File: src/usp_pkg.sv
// Package of constants and carrier types for the UPS status panel
package usp_pkg;

    localparam int unsigned CLK_HZ          = 20_000_000;
    // Horn cadence: half a second on, half a second off
    localparam int unsigned HORN_HALF_MS    = 500;
    localparam int unsigned HORN_HALF_CYC   = CLK_HZ / 1000 * HORN_HALF_MS;
    // Lamp flash and top-line blink share the horn cadence
    localparam int unsigned BLANK_MIN       = 30;
    localparam int unsigned BLANK_SEC       = BLANK_MIN * 60;
    localparam int unsigned CHARGE_HOURS    = 24;
    localparam int unsigned CHARGE_SEC      = CHARGE_HOURS * 3600;
    localparam int unsigned SCROLL_SEC      = 3;
    localparam int unsigned DEBOUNCE_MS     = 20;
    localparam int unsigned DEBOUNCE_CYC    = CLK_HZ / 1000 * DEBOUNCE_MS;
    localparam int unsigned SEC_CYC         = CLK_HZ;
    localparam logic [7:0]  RUNTIME_INIT_MIN = 8'h02;

    localparam int unsigned NUM_BUTTONS     = 8;

    // Status line items in scroll order
    typedef enum logic [2:0] {
        USP_LINE_MODEL,
        USP_LINE_CLOCK,
        USP_LINE_ALARMS,
        USP_LINE_NOTICES,
        USP_LINE_LOAD,
        USP_LINE_ENV
    } usp_line_t;

    // Panel screens
    typedef enum logic [2:0] {
        USP_SCR_LOGO,
        USP_SCR_MIMIC,
        USP_SCR_EVENTS,
        USP_SCR_METERS,
        USP_SCR_CONTROLS,
        USP_SCR_SETUP
    } usp_screen_t;

    // Message categories
    typedef enum logic [1:0] {
        USP_CAT_ALARM,
        USP_CAT_NOTICE,
        USP_CAT_STATUS,
        USP_CAT_COMMAND
    } usp_cat_t;

    // Operating mode inputs from the UPS
    typedef struct packed {
        logic online;
        logic battery;
        logic bypass;
        logic off;
    } usp_mode_t;

    // Event message presented by the UPS
    typedef struct packed {
        logic       valid;
        usp_cat_t   cat;
        logic       horn;
        logic       history;
        logic [7:0] code;
    } usp_event_t;

    // Lamp outputs
    typedef struct packed {
        logic online;
        logic battery;
        logic bypass;
        logic alarm;
    } usp_lamps_t;

endpackage

File: src/usp_panel.sv
// UPS front-panel annunciator: lamps, horn, status line, screens and blanking
`timescale 1ns/1ps

module usp_panel
    import usp_pkg::*;
#(
    parameter int unsigned NB            = NUM_BUTTONS,
    parameter int unsigned HALF_CYC      = HORN_HALF_CYC,
    parameter int unsigned SECOND_CYC    = SEC_CYC,
    parameter int unsigned DEB_CYC       = DEBOUNCE_CYC,
    parameter int unsigned BLANK_S       = BLANK_SEC,
    parameter int unsigned CHARGE_S      = CHARGE_SEC,
    parameter int unsigned SCROLL_S      = SCROLL_SEC
) (
    input  wire logic        I_CORE_CLK,       // 20 MHz system clock
    input  wire logic        I_RESET_N,        // Async power-up reset, active low
    input  wire logic [NB-1:0] I_BUTTON,       // Raw pushbuttons, high when pressed
    input  wire usp_mode_t   I_MODE,           // UPS operating mode
    input  wire logic        I_ALARM_ACTIVE,   // Any alarm currently active
    input  wire logic [7:0]  I_TOP_ALARM,      // Highest-priority active alarm code
    input  wire logic        I_NOTICE_ACTIVE,  // Any notice currently active
    input  wire logic        I_COMMAND_ACTIVE, // Any command currently active
    input  wire usp_event_t  I_EVENT,          // Event message, valid one cycle
    input  wire logic        I_PROBE_FITTED,   // Environment probe installed
    input  wire logic        I_TEST_DONE,      // Battery test finished pulse
    input  wire logic [7:0]  I_TEST_RUNTIME,   // Measured runtime, minutes
    output usp_lamps_t       O_LAMPS,          // Lamp drive
    output logic             O_HORN,           // Horn drive
    output logic             O_DISP_ON,        // Display backlight on
    output logic             O_TOP_BLINK_OFF,  // Top line blanked this phase
    output usp_line_t        O_LINE,           // Current status line item
    output logic [7:0]       O_LINE_ALARM,     // Alarm code shown on status line
    output usp_screen_t      O_SCREEN,         // Current screen
    output usp_event_t       O_MSG,            // Last event in status area
    output logic             O_LOG_ACTIVE,     // Write message to active events list
    output logic             O_LOG_HISTORY,    // Write message to history
    output logic             O_LIST_EVENTS,    // Events screen listing request
    output logic [NB-1:0]    O_NAV_PRESS,      // Navigation press to screen logic
    output logic             O_START_TEST,     // Start battery test pulse
    output logic [7:0]       O_RUNTIME         // Reported runtime, minutes
);

    ////////////////////////////////////////////////////////////////////////////
    // Counter widths

    // Widths follow the parameters, so a longer override cannot wrap a counter
    localparam int unsigned DEB_W    = $clog2(DEB_CYC + 1);
    localparam int unsigned HALF_W   = $clog2(HALF_CYC + 1);
    localparam int unsigned SEC_W    = $clog2(SECOND_CYC + 1);
    localparam int unsigned SCROLL_W = $clog2(SCROLL_S + 1);

    ////////////////////////////////////////////////////////////////////////////
    // State

    typedef struct packed {
        logic [NB-1:0] sync1;
        logic [NB-1:0] sync2;
        logic [NB-1:0] stable;
        logic [NB-1:0][DEB_W-1:0] deb;
        logic [HALF_W-1:0] half_cnt;
        logic          phase;
        logic [SEC_W-1:0] sec_cnt;
        logic [31:0]   idle_s;
        logic [31:0]   charge_s;
        logic          tested;
        logic [SCROLL_W-1:0] scroll_s;
        logic          alarm_q;
        logic          unacked;
        logic          horn_req;
        usp_lamps_t    lamps;
        logic          horn;
        logic          disp_on;
        logic          blink_off;
        usp_line_t     line;
        logic [7:0]    line_alarm;
        usp_screen_t   screen;
        usp_event_t    msg;
        logic          log_active;
        logic          log_history;
        logic          list_events;
        logic [NB-1:0] nav;
        logic          start_test;
        logic [7:0]    runtime;
    } usp_state_t;

    usp_state_t s;
    usp_state_t next_s;

    logic [NB-1:0] press;
    logic          any_press;
    logic          sec_tick;
    logic          attention;

    ////////////////////////////////////////////////////////////////////////////
    // Next state

    always_comb begin
        next_s = s;

        next_s.sync1 = I_BUTTON;
        next_s.sync2 = s.sync1;

        press = '0;
        for (int i = 0; i < NB; i++) begin
            if (s.sync2[i] == s.stable[i]) begin
                next_s.deb[i] = '0;
            end else if (32'(s.deb[i]) >= DEB_CYC - 1) begin
                next_s.deb[i]    = '0;
                next_s.stable[i] = s.sync2[i];
                press[i]         = s.sync2[i];
            end else begin
                next_s.deb[i] = s.deb[i] + 1'b1;
            end
        end
        any_press = |press;

        // Free-running timebase shared by horn, red-lamp flash and top-line blink
        // Half-second cadence
        if (32'(s.half_cnt) >= HALF_CYC - 1) begin
            next_s.half_cnt = '0;
            next_s.phase    = ~s.phase;
        end else begin
            next_s.half_cnt = s.half_cnt + 1'b1;
        end

        // One-second tick for scroll, idle and charge timers
        sec_tick = 32'(s.sec_cnt) >= SECOND_CYC - 1;
        if (sec_tick) begin
            next_s.sec_cnt = '0;
        end else begin
            next_s.sec_cnt = s.sec_cnt + 1'b1;
        end

        next_s.lamps.online  = !I_MODE.off && !I_MODE.bypass && (I_MODE.online || I_MODE.battery);
        next_s.lamps.battery = !I_MODE.off && I_MODE.battery;
        next_s.lamps.bypass  = !I_MODE.off && I_MODE.bypass;

        // A press in the same cycle as a new alarm must not hide it
        // New alarm latch; set wins over ack
        next_s.alarm_q = I_ALARM_ACTIVE;
        if (I_ALARM_ACTIVE && !s.alarm_q) begin
            next_s.unacked = 1'b1;
        end else if (any_press || !I_ALARM_ACTIVE) begin
            next_s.unacked = 1'b0;
        end

        // Steady while active, flashing while new
        next_s.lamps.alarm = I_ALARM_ACTIVE && !(s.unacked && s.phase);
        next_s.line_alarm  = I_TOP_ALARM;

        if ((I_ALARM_ACTIVE && !s.alarm_q) || (I_EVENT.valid && I_EVENT.horn)) begin
            next_s.horn_req = 1'b1;
        end else if (any_press) begin
            next_s.horn_req = 1'b0;
        end
        next_s.horn = s.horn_req && !s.phase;

        // Status area keeps the last message until another event arrives
        // Status message and logging
        next_s.log_active  = I_EVENT.valid;
        next_s.log_history = I_EVENT.valid && I_EVENT.history;
        if (I_EVENT.valid) begin
            next_s.msg = I_EVENT;
        end

        // Idle count saturates, so the display stays dark until a press
        // Idle blanking; waking press is consumed
        next_s.nav = '0;
        if (any_press) begin
            next_s.idle_s  = '0;
            next_s.disp_on = 1'b1;
        end else if (sec_tick) begin
            if (s.idle_s >= BLANK_S - 1) begin
                next_s.disp_on = 1'b0;
            end else begin
                next_s.idle_s = s.idle_s + 1;
            end
        end

        if (sec_tick) begin
            if (32'(s.scroll_s) >= SCROLL_S - 1) begin
                next_s.scroll_s = '0;
                unique case (s.line)
                    USP_LINE_MODEL:   next_s.line = USP_LINE_CLOCK;
                    USP_LINE_CLOCK:   next_s.line = USP_LINE_ALARMS;
                    USP_LINE_ALARMS:  next_s.line = USP_LINE_NOTICES;
                    USP_LINE_NOTICES: next_s.line = USP_LINE_LOAD;
                    USP_LINE_LOAD:    next_s.line = I_PROBE_FITTED ? USP_LINE_ENV : USP_LINE_MODEL;
                    USP_LINE_ENV:     next_s.line = USP_LINE_MODEL;
                    default:          next_s.line = USP_LINE_MODEL;
                endcase
            end else begin
                next_s.scroll_s = s.scroll_s + 1'b1;
            end
        end

        attention        = I_ALARM_ACTIVE || s.horn_req || s.unacked;
        next_s.blink_off = attention && s.phase;

        // A press that only wakes the display changes no screen
        // Logo then mimic
        // Buttons 0..3 select screens, 4 escapes, rest navigate
        if (any_press && s.disp_on) begin
            if (s.screen == USP_SCR_LOGO) begin
                next_s.screen = USP_SCR_MIMIC;
            end else if (press[0]) begin
                next_s.screen = USP_SCR_EVENTS;
            end else if (press[1]) begin
                next_s.screen = USP_SCR_METERS;
            end else if (press[2]) begin
                next_s.screen = USP_SCR_CONTROLS;
            end else if (press[3]) begin
                next_s.screen = USP_SCR_SETUP;
            end else if (press[4]) begin
                next_s.screen = USP_SCR_MIMIC;
            end else begin
                next_s.nav = press;
            end
        end

        next_s.list_events = (s.screen == USP_SCR_EVENTS)
                             && (I_ALARM_ACTIVE || I_NOTICE_ACTIVE || I_COMMAND_ACTIVE);

        // Runtime keeps its startup figure until the self test reports
        // Initial runtime, self test after charging
        next_s.start_test = 1'b0;
        if (!s.tested && sec_tick) begin
            if (s.charge_s >= CHARGE_S - 1) begin
                next_s.tested     = 1'b1;
                next_s.start_test = 1'b1;
            end else begin
                next_s.charge_s = s.charge_s + 1;
            end
        end
        if (I_TEST_DONE && s.tested) begin
            next_s.runtime = I_TEST_RUNTIME;
        end
    end

    ////////////////////////////////////////////////////////////////////////////
    // Registers

    // Reset leaves the display lit on the logo screen with the startup runtime
    always_ff @(posedge I_CORE_CLK or negedge I_RESET_N) begin
        if (!I_RESET_N) begin
            s         <= '0;
            s.disp_on <= 1'b1;
            s.screen  <= USP_SCR_LOGO;
            s.line    <= USP_LINE_MODEL;
            s.runtime <= RUNTIME_INIT_MIN;
        end else begin
            s <= next_s;
        end
    end

    ////////////////////////////////////////////////////////////////////////////
    // Outputs

    assign O_LAMPS         = s.lamps;
    assign O_HORN          = s.horn;
    assign O_DISP_ON       = s.disp_on;
    assign O_TOP_BLINK_OFF = s.blink_off;
    assign O_LINE          = s.line;
    assign O_LINE_ALARM    = s.line_alarm;
    assign O_SCREEN        = s.screen;
    assign O_MSG           = s.msg;
    assign O_LOG_ACTIVE    = s.log_active;
    assign O_LOG_HISTORY   = s.log_history;
    assign O_LIST_EVENTS   = s.list_events;
    assign O_NAV_PRESS     = s.nav;
    assign O_START_TEST    = s.start_test;
    assign O_RUNTIME       = s.runtime;

endmodule

File: config.mk
export PLATFORM = sky130hd
export DESIGN_NAME = usp_panel
export DESIGN_NICKNAME = d
export VERILOG_FILES = /design/src/usp_pkg.sv /design/src/usp_panel.sv
export SDC_FILE = /design/constraint.sdc
export NUM_CORES = 1
export LEC_CHECK = 0
export BUFFER_PORTS_ARGS = -buffer_cell sky130_fd_sc_hd__clkbuf_2
export CAP_MARGIN = 20
export CORE_AREA = 2 2 194 196
export DETAILED_ROUTE_END_ITERATION = 10
export DIE_AREA = 0 0 196 198
export PLACE_DENSITY = 0.56
export SKIP_CTS_REPAIR_TIMING = 1
export SKIP_LAST_GASP = 1
export SYNTH_ARGS = -nofsm -noshare
export SYNTH_HDL_FRONTEND = slang
export SYNTH_SLANG_ARGS = --single-unit
File: constraint.sdc
create_clock -name I_CORE_CLK -period 2.7 [get_ports I_CORE_CLK]
set_input_delay 0.405 -clock I_CORE_CLK [delete_from_list [all_inputs] [get_ports I_CORE_CLK]]
set_output_delay 0.405 -clock I_CORE_CLK [all_outputs]
set_load 0.03 [all_outputs]
== Word-level counts from Yosys, hierarchy flattened ==
Index checks and enable logic that the tools add are counted.

* Word-level logic and storage cells: 212
* Output and inout port bits: 54
* Bits in registers: 350

* Multiplexer cells: 62
* Eq/ne operators: 14
* Bitwise gates (word level): 10
* $add $sub $neg: 13
* Reduce and logical (&&, ||, !) cells: 51
* $lt $le $gt $ge: 13

{| class="wikitable"
|+ Operator list
! kind !! count
|-
| $mux W19 || 16
|-
| $add A19 B1 Y19 const B || 8
|-
| $ge A19 B19 Y1 const B || 8
|-
| $mux W32 || 3
|-
| $add A32 B1 Y32 const B || 2
|-
| $mux W8 || 7
|-
| $ge A32 B11 Y1 const B || 1
|-
| $ge A32 B17 Y1 const B || 1
|-
| $reduce_and A2 Y1 || 14
|-
| $add A25 B1 Y25 const B || 1
|-
| $ge A25 B25 Y1 const B || 1
|-
| $mux W1 || 25
|-
| $mux W25 || 1
|-
| $add A24 B1 Y24 const B || 1
|-
| $ge A24 B24 Y1 const B || 1
|-
| $mux W24 || 1
|-
| $mux W3 || 7
|-
| $logic_and A1 B1 Y1 || 15
|-
| $pmux W3 S5 || 1
|-
| $not A1 Y1 || 10
|-
| $eq A3 B2 Y1 const B || 3
|-
| $eq A1 B1 Y1 || 8
|-
| $reduce_bool A2 Y1 || 4
|-
| $reduce_or A8 Y1 || 1
|-
| 10 further kinds || 23
|}

== Logic depth before layout (Yosys ltp) ==
Gate-level depths: netlist of the first run.

* Depth in word-level cells: 10
* Gate-level depth with buffers: 9
* Gate-level depth less buffers: 7

== Worst setup path after synthesis of the first run ==
Ideal clock, no wire load.

* Path type: register to register
* Start point: register s[189] in the netlist's numbering
* End point: register s[93] in the netlist's numbering
* Library setup time: 73 ps
* Data arrival time: 2,226 ps
* Setup slack: 401 ps
* Cell stages (with the launch flop): 8
* Cells stage by stage: dfrtp_1 or4_4 o311ai_1 a21boi_4 o22ai_4 or3_1 buf_6 a21oi_2

* Longest elaborated chain between the ends: 6
* Elaborated cells on any way between the ends: 8
* Classes of those cells: 1 x order compare; 1 x eq/ne; 3 x mux; 3 x reduce/logical

{| class="wikitable"
|+ Ends and longest elaborated chain
! what !! line !! RTL
|-
| from (decl) || usp_panel.sv:86 || <nowiki>usp_state_t s;</nowiki>
|-
| from (signal assigned) || usp_panel.sv:252 || <nowiki>s <= next_s;</nowiki>
|-
| $ge A19 B19 Y1 * || usp_panel.sv:107 || <nowiki>end else if (32'(s.deb[i]) >= DEB_CYC - 1) begin</nowiki>
|-
| $mux W1 * || usp_panel.sv:107 ||
|-
| $mux W1 * || usp_panel.sv:105 || <nowiki>if (s.sync2[i] == s.stable[i]) begin</nowiki>
|-
| $reduce_or A8 Y1 * || usp_panel.sv:115 || <nowiki>any_press = |press;</nowiki>
|-
| $ne A2 B2 Y1 (no line) or $reduce_bool A2 Y1 (tied branches) || -- ||
|-
| $reduce_and A2 Y1 (no line) || -- ||
|}

Mark *: on every way between the ends. The rest lies on a longest branch, timed or not.
A chain may end at the register's enable or synchronous reset.

== Final worst setup path of the first run ==
* Start point: register s[189] in the netlist's numbering
* End point: register s[111] in the netlist's numbering

The elaborated chain is that of the path after synthesis.

==> out/results.ini, run 1 <==
[timing]
worst_slew_margin_rel = 0.533
setup-tns-final_ns = 0
worst_slew_pin_slew_ns = 0.701
period_share = 0.938
max_freq_ghz = 0.395
hold_viol = 0
fin_worst_skew_ns = 0.0109
finalSetupViolCount = 0
rsz0062_at_grt = no
maxSlewViolCount = 0
final.min_clock_period_ns = 2.53

[global_route]
antenna_found_initial = 0
grt-ovfl-total = 0
grt_pass1_wl_um = 50600
grt_max_degree = 81
grt_pass1_vias = 10500
track_usage = 0.157

[cts]
clk_path_buf_depth = 3
cts.sinks = 345
clkTransAtPathRegs_ns = 0.06
htreeDepth = 2
cts_buffers = 41
cts_tree = yes
clock_latency_ns = 0.55
root_buffer = clkbuf_16

[die]
dieWidth_um = 196
fp.dieArea_um2 = 38800
io_pins = 102
start_util = 0.421
die_h_um = 198
core_area_um2 = 37000
rows = 71

[placed_design]
dpl-instance-area_um2 = 16500
port_buffers = 96
dp_cells = 2004
hpwl_um = 19400
place.gp.congestion = 0.808

[logic_synthesis]
postSynthAreaPerCell_um2 = 10.5
ys_seq_area_frac = 0.556
synthArstFlopShare = 1.00
yosysWarnings = 0
yosys.cell_types.count = 76
synth_edf_count = 0
synth_cells = 1485
synth_ff_type = dfrtp_1
synth_area_leaders = dfrtp_1, xor2_1, nor2_1
synth_area_leader_cell = dfrtp_1
syn_area_um2 = 15500
synth.top_cell.area_share = 0.552
synth_seq_cells = 345

[power_and_ir_drop]
ir_drop_mv = 0.448
p_leak_uw = 0.00810
p_per_area_nw_per_um2 = 626

[layout]
multi_input_area_um2 = 6330
fin_util = 0.487
regArea_um2 = 8640
final_cell_area_um2 = 18000
stdcell_count = 2094
final_layout_size_suffix_gt1_frac = 0.158
area_growth_pct = 15.9
n_fill_cell = 3421
layout_commonest_cell = dfrtp_1
antenna_cells = 0
layout.nets = 1650
final_cell_mix = dfrtp_1, nor2_1, xor2_1

[setup_path]
worstPathArrival_ns = 3.02
crit_fanout = 11
worstPathRequired_ns = 3.18
worst_setup_path_start_kind = register
critPathCaptureType = register
crit_type = register to register

[drt]
wl_um = 28900
ant_nets = 0
via_per_inst = 5.00
num_vias = 10500
drc = 0
first_iter_violations = 466
wire_per_inst_um = 13.8
first_pass_iters = 4

[flow_run]
max_cap_viol_count = 0

[hold_path]
hold_class = primary input to register

[run_status]
status = completed

-- report_power, final --
group | internal (uW) | total [uW] | switching [uW]
clock | 3420 | 5560 | 2140
combinational | 144 | 420 | 276
sequential | 5240 | 5300 | 54.5
total | 8810 | 11300 | 2470
-- critical path: stages, from the launching register on --
cell and delay (ns):
dfrtp_1 0.40, or4_4 0.54, o311ai_1 0.29, a21boi_4 0.26, o22ai_4 0.13, nor3_4 0.46
buf_4 0.23, and2_1 0.13
-- cells by family (layout without fill, tap and decap cells) --
family | Yosys count | after routing | share of synthesized area
other | 1 | 5 | 0.000241
multiplexers | 30 | 30 | 0.0217
AND/OR/NAND/NOR | 682 | 682 | 0.212
flip-flops | 345 | 345 | 0.556
XOR/XNOR | 194 | 194 | 0.109
buffers and inverters | 112 | 243 | 0.0390
AO/OA/AOI/OAI | 109 | 109 | 0.0525
adder cells (fa/ha/maj) | 12 | 12 | 0.00966
-- state kept, by name, indices dropped and copies added, names as in the netlist, 3 cells and up --
name	flops
s	288
O_NAV_PRESS	3
O_LINE_ALARM	8
next_s	8
O_MSG	13
O_LAMPS	4
O_SCREEN	3
O_LINE	3
O_RUNTIME	8
-- stage by stage --
stage               power (uW)  setup slack [ns]  hold WS [ns]
floorplan                 5600             0.401         0.109
global placement          5800             0.152         0.334
detailed placement        5810             0.121         0.336
CTS                      11500             0.131        -0.134
global route             11800           0.00345        0.0109
finish                   11300             0.168        0.0249
-- Yosys cell counts, types with 3 or more instances --
master / count
dfrtp_1: 343
nor2_1: 249
xor2_1: 110
nand2_1: 106
nand3_1: 93
xnor2_1: 84
buf_4: 47
nor3_1: 40
nand4_1: 39
clkbuf_1: 37
and3_1: 32
mux2_2: 29
nor4_1: 28
and2_1: 26
inv_1: 23
o21ai_0: 18
or3_1: 16
a21oi_1: 15
and4_1: 12
ha_1: 12
a31oi_1: 11
a21oi_2: 9
nand2b_1: 8
nor2b_1: 7
or2_2: 7
o211ai_1: 5
o2111ai_1: 4
o21a_1: 4
a2111oi_0: 3
a21boi_0: 3
nor3b_1: 3
nor4b_1: 3
o21ai_1: 3
o31a_1: 3
or4_1: 3
-- layer usage --
metal,up-vias,wire [um],track usage
met5,-,0,0
met4,0,606,0.0446
met3,52,1230,0.0359
met2,155,12800,0.245
met1,5031,14200,0.221
li1,5222,-,-
-- path summary, 6_finish.rpt --
kind / start / end / slack, ns / cells past startpoint
max: s[189] / s[111] / 0.17 / 7
min: I_MODE[1] / O_LAMPS[3] / 0.02 / 2
max reg2reg: s[189] / s[111] / 0.17 / 7
min reg2reg: next_s[338] / s[338] / 0.34 / 0
max in group asynchronous: I_RESET_N / O_DISP_ON / 1.46 / 3
min in group asynchronous: I_RESET_N / s[192] / 0.44 / 2
-- cell type report --
type,instances,share of cell area
Tap cell,474,0.0329
Clock buffer,59,0.0675
Inverter,23,0.00479
Timing Repair Buffer,147,0.0550
Clock inverter,14,0.00896
Sequential cell,345,0.479
Multi-Input combinational cell,1032,0.351
(Power assumes the default switching activity.)
==> inputs of run 2 (changes only) <==
Settings changed: PLACE_DENSITY 0.56 to 0.69.
==> out/results.ini, run 2 (same netlist as run 1, synthesis figures left out) <==
[cts]
clk_path_buf_depth = 3  ; unchanged
cts.sinks = 345  ; unchanged
cts_tree = yes
root_buffer = clkbuf_16
clock_latency_ns = 0.53  ; -0.02 ns
htreeDepth = 2  ; unchanged
cts_buffers = 39  ; -4.9%
clkTransAtPathRegs_ns = 0.06  ; about the same

[setup_path]
worstPathRequired_ns = 3.11  ; -0.07 ns
crit_type = register to register
crit_fanout = 8  ; -3
critPathCaptureType = register
worst_setup_path_start_kind = register
worstPathArrival_ns = 3.03  ; about the same

[global_route]
grt-ovfl-total = 0  ; unchanged
track_usage = 0.148  ; -0.00941
grt_pass1_vias = 10300  ; -2.0%
grt_max_degree = 81  ; unchanged
antenna_found_initial = 0  ; unchanged
grt_pass1_wl_um = 48500  ; -4.2%

[timing]
final.min_clock_period_ns = 2.62  ; +0.0885 ns
setup_ws_ns = 0.0800  ; -0.0885 ns
worst_slew_margin_rel = 0.481  ; -0.0518
maxSlewViolCount = 0  ; unchanged
finalSetupViolCount = 0  ; unchanged
rsz0062_at_grt = yes
fin_worst_skew_ns = 0.0184  ; +0.00749 ns
hold_viol = 0  ; unchanged
worst_slew_pin_slew_ns = 0.759  ; +0.0581 ns
period_share = 0.970  ; +0.0328
max_freq_ghz = 0.382  ; -3.4%

[drt]
first_iter_violations = 629  ; +35%
num_vias = 10600  ; +1.3%
wire_per_inst_um = 13.4  ; -2.7%
first_pass_iters = 5  ; +1
via_per_inst = 5.08  ; +1.8%
ant_nets = 0  ; unchanged
wl_um = 28000  ; -3.1%
drc = 0  ; unchanged

[power_and_ir_drop]
p_per_area_nw_per_um2 = 635  ; +1.4%
ir_drop_mv = 0.367  ; -18%
power_uw = 11400  ; +0.99%
p_leak_uw = 0.00808  ; -0.29%

[layout]
stdcell_count = 2084  ; -0.48%
final_cell_mix = dfrtp_1, nor2_1, xor2_1
layout.nets = 1641  ; -0.55%
final_cell_area_um2 = 17900  ; -0.38%
fin_util = 0.486  ; -0.00186
layout_commonest_cell = dfrtp_1
antenna_cells = 0  ; unchanged
largest_reg_flops = 288  ; unchanged
top_register = s
final_layout_size_suffix_gt1_frac = 0.155  ; -0.00337
area_growth_pct = 15.5

[placed_design]
dp_cells = 1996  ; -0.40%
port_buffers = 96  ; unchanged
dpl-instance-area_um2 = 16400  ; -0.59%
hpwl_um = 18900  ; -2.5%
place.gp.congestion = 0.803  ; -0.64%
dp_slack_ns = 0.0486  ; -0.0728 ns

[die]
core_area_um2 = 37000  ; unchanged
dieWidth_um = 196  ; unchanged
die_h_um = 198  ; unchanged
fp.dieArea_um2 = 38800  ; unchanged
io_pins = 102  ; unchanged
start_util = 0.421  ; unchanged
rows = 71  ; unchanged

[hold_path]
hold_class = primary input to register

[run_status]
status = completed

[flow_run]
max_cap_viol_count = 0  ; unchanged

## run 2: final timing paths
path	start	endpoint	slack, ns	cells past startpoint
setup / recovery	s[289]	s[54]	0.08	8
hold / removal	I_MODE[1]	O_LAMPS[3]	0.05	2
setup reg to reg	s[289]	s[54]	0.08	8
hold reg to reg	next_s[337]	s[337]	0.35	0
max in group asynchronous	I_RESET_N	s[202]	1.43	3
min in group asynchronous	I_RESET_N	O_LINE_ALARM[6]	0.44	2
## run 2: report_power, final
group	total [uW]	internal, uW	leakage [uW]	switching [uW]
Sequential	5300	5240	0.00464	55.5
Clock	5690	3620	0.000698	2070
Combinational	400	131	0.00274	269
Total	11400	9000	0.00808	2400
## run 2: final cells by class
cell class,count,area (um^2)
clock buffers,52,1140
clock inverters,18,268
fillers,3344,19000
inverters,23,86.3
multi-input cells,1032,6320
flip-flops and latches,345,8640
well taps,474,593
repair buffers,140,901
## run 2: through the flow
step | setup TNS (ns) | hold WS (ns)
3_5_place_dp | 0 | 0.336
2_1_floorplan | 0 | 0.109
5_1_grt | -0.0112 | 0.0383
6_report | 0 | 0.0511
4_1_cts | 0 | -0.122
3_3_place_gp | 0 | 0.334
## run 2: per-layer routing
| layer | part of all wire | up-vias | track usage |
|---|---|---|---|
| met2 | 0.46 | 150 | 0.235 |
| met1 | 0.48 | 5193 | 0.209 |
| met5 | 0 | - | 0 |
| met3 | 0.036 | 50 | 0.0249 |
| li1 | - | 5201 | - |
| met4 | 0.022 | 0 | 0.0449 |
## run 2: critical path, stage by stage (launching register included)
cell and delay (ns):
dfrtp_1 0.38, ha_1 0.25, inv_1 0.10, a2111oi_0 0.69
o21ai_0 0.27, o221ai_1 0.23, nor3_4 0.12, buf_4 0.17
a221o_1 0.30
==> inputs of run 3 (changes only) <==
Settings changed: BUFFER_PORTS_ARGS -buffer_cell sky130_fd_sc_hd__clkbuf_2 to -buffer_cell sky130_fd_sc_hd__buf_4.
==> out/results.ini, run 3 (same netlist as run 1, synthesis figures left out) <==
[hold_path]
hold-path-endpoint = s[56]
hold_class = primary input to register
hold_depth = 1  ; -1
min_from = I_ALARM_ACTIVE

[timing]
worst_slew_pin_slew_ns = 0.664  ; -0.0956 ns
worst_slew_margin_rel = 0.546  ; +0.0654
hold_viol = 0  ; unchanged
maxSlewViolCount = 0  ; unchanged
rsz0062_at_grt = yes
max_freq_ghz = 0.406  ; +6.5%
fin_worst_skew_ns = 0.0233  ; +0.00487 ns
whs_ns = 0.0394  ; -0.0117 ns
period_share = 0.911  ; -0.0589
finalSetupViolCount = 0  ; unchanged
final.min_clock_period_ns = 2.46  ; -0.159 ns

[setup_path]
critPathCaptureType = register
r2r_cells = 9  ; +1
worstPathRequired_ns = 3.11  ; about the same
worstPathArrival_ns = 2.87  ; -0.16 ns
regToRegStartpoint = s[289]
worst_setup_path_start_kind = register
crit_fanout = 13  ; +5
rrSetupSlack_ns = 0.24  ; +0.16 ns
reg2reg_to = s[104]
critPathLaunch = s[289]
crit_type = register to register

[layout]
layout.nets = 1638  ; -0.18%
final_layout_size_suffix_gt1_frac = 0.153  ; -0.00211
antenna_cells = 0  ; unchanged
largest_reg_flops = 288  ; unchanged
stdcell_count = 2080  ; -0.19%
top_register = s
n_fill_cell = 3269  ; -2.2%
area_growth_pct = 16.6
layout_commonest_cell = dfrtp_1
final_cell_mix = dfrtp_1, nor2_1, buf_4

[die]
rows = 71  ; unchanged
io_pins = 102  ; unchanged
fp.dieArea_um2 = 38800  ; unchanged
core_area_um2 = 37000  ; unchanged
dieWidth_um = 196  ; unchanged
die_h_um = 198  ; unchanged
start_util = 0.421  ; unchanged

[power_and_ir_drop]
ir_drop_mv = 0.471  ; +28%
p_per_area_nw_per_um2 = 617  ; -2.8%
p_leak_uw = 0.00809  ; +0.11%

[drt]
wl_um = 28400  ; +1.3%
num_vias = 10500  ; -0.43%
via_per_inst = 5.07  ; -0.24%
first_pass_iters = 4  ; -1
first_iter_violations = 612  ; -2.7%
wire_per_inst_um = 13.6  ; +1.5%
ant_nets = 0  ; unchanged
drc = 0  ; unchanged

[global_route]
grt_max_degree = 71  ; -12%
grt_pass1_wl_um = 49500  ; +2.1%
grt_pass1_vias = 10500  ; +2.2%
antenna_found_initial = 0  ; unchanged
track_usage = 0.151  ; +0.00295
grt-ovfl-total = 0  ; unchanged

[cts]
cts.sinks = 345  ; unchanged
cts_tree = yes
clkTransAtPathRegs_ns = 0.06  ; about the same
clock_latency_ns = 0.53  ; about the same
clk_path_buf_depth = 3  ; unchanged
cts_buffers = 39  ; unchanged
htreeDepth = 2  ; unchanged
root_buffer = clkbuf_16

[placed_design]
dp_cells = 1994  ; -0.10%
port_buffers = 96  ; unchanged
hpwl_um = 19100  ; +0.86%
place.gp.congestion = 0.792  ; -1.3%

[flow_run]
max_cap_viol_count = 0  ; unchanged

[run_status]
status = completed

==> run 3: cell types whose count changed in the layout (fill, tap and decap cells not counted), sizes merged <==
cell	delta
clkinv	-3
clkinvlp	+4
bufinv	-2
clkbuf	-97
buf	+92
inv	+2
==> run 3: through the flow <==
step                      power (uW)  instance area (um^2)  setup WS, ns  setup TNS, ns   util
after detailed placement        5830                 16600        0.0662              0  0.449
after CTS                      11300                 17900        0.0660              0  0.486
final                          11200                 18100         0.239              0  0.491
after floorplan                 5600                 15600         0.401              0      -
after global routing           11600                 18100      -0.00427       -0.00427  0.491
after global placement          5820                 16600         0.106              0  0.449
==> run 3: how the worst max path moves through the flow <==
stage               cells past startpoint  endpoint
CTS                                     6     s[93]
floorplan                               7     s[93]
global placement                        6     s[93]
global route                            6     s[74]
detailed placement                      6    s[100]
finish                                  9    s[104]
==> run 3: critical path: stages (launching register included) <==
cell	delay, ns
dfrtp_1	0.39
ha_1	0.26
inv_1	0.09
a2111oi_0	0.61
o21ai_0	0.26
o221ai_1	0.15
buf_4	0.18
nor3_4	0.05
buf_4	0.19
and2_1	0.17
==> run 3: per-layer routing <==
layer	GRT usage	wire, um
met1	0.208	13600
met4	0.0449	618
met5	0	0
met3	0.0247	923
met2	0.247	13200
==> run 3: report_power, final <==
part	leakage, uW	total (uW)	switching (uW)	internal [uW]
sequential	0.00464	5300	56.4	5240
combinational	0.00280	441	272	169
clock	0.000646	5440	2100	3340
total	0.00809	11200	2430	8750
==> run 3: cell type report <==
class,instances,area [um^2],share of cell area
multi-input combinational,1032,6330,0.349
clock buffer,50,1090,0.0600
inverter,23,86.3,0.00476
timing repair buffer,137,1140,0.0629
sequential,345,8640,0.476
tap,474,593,0.0327
clock inverter,19,251,0.0139
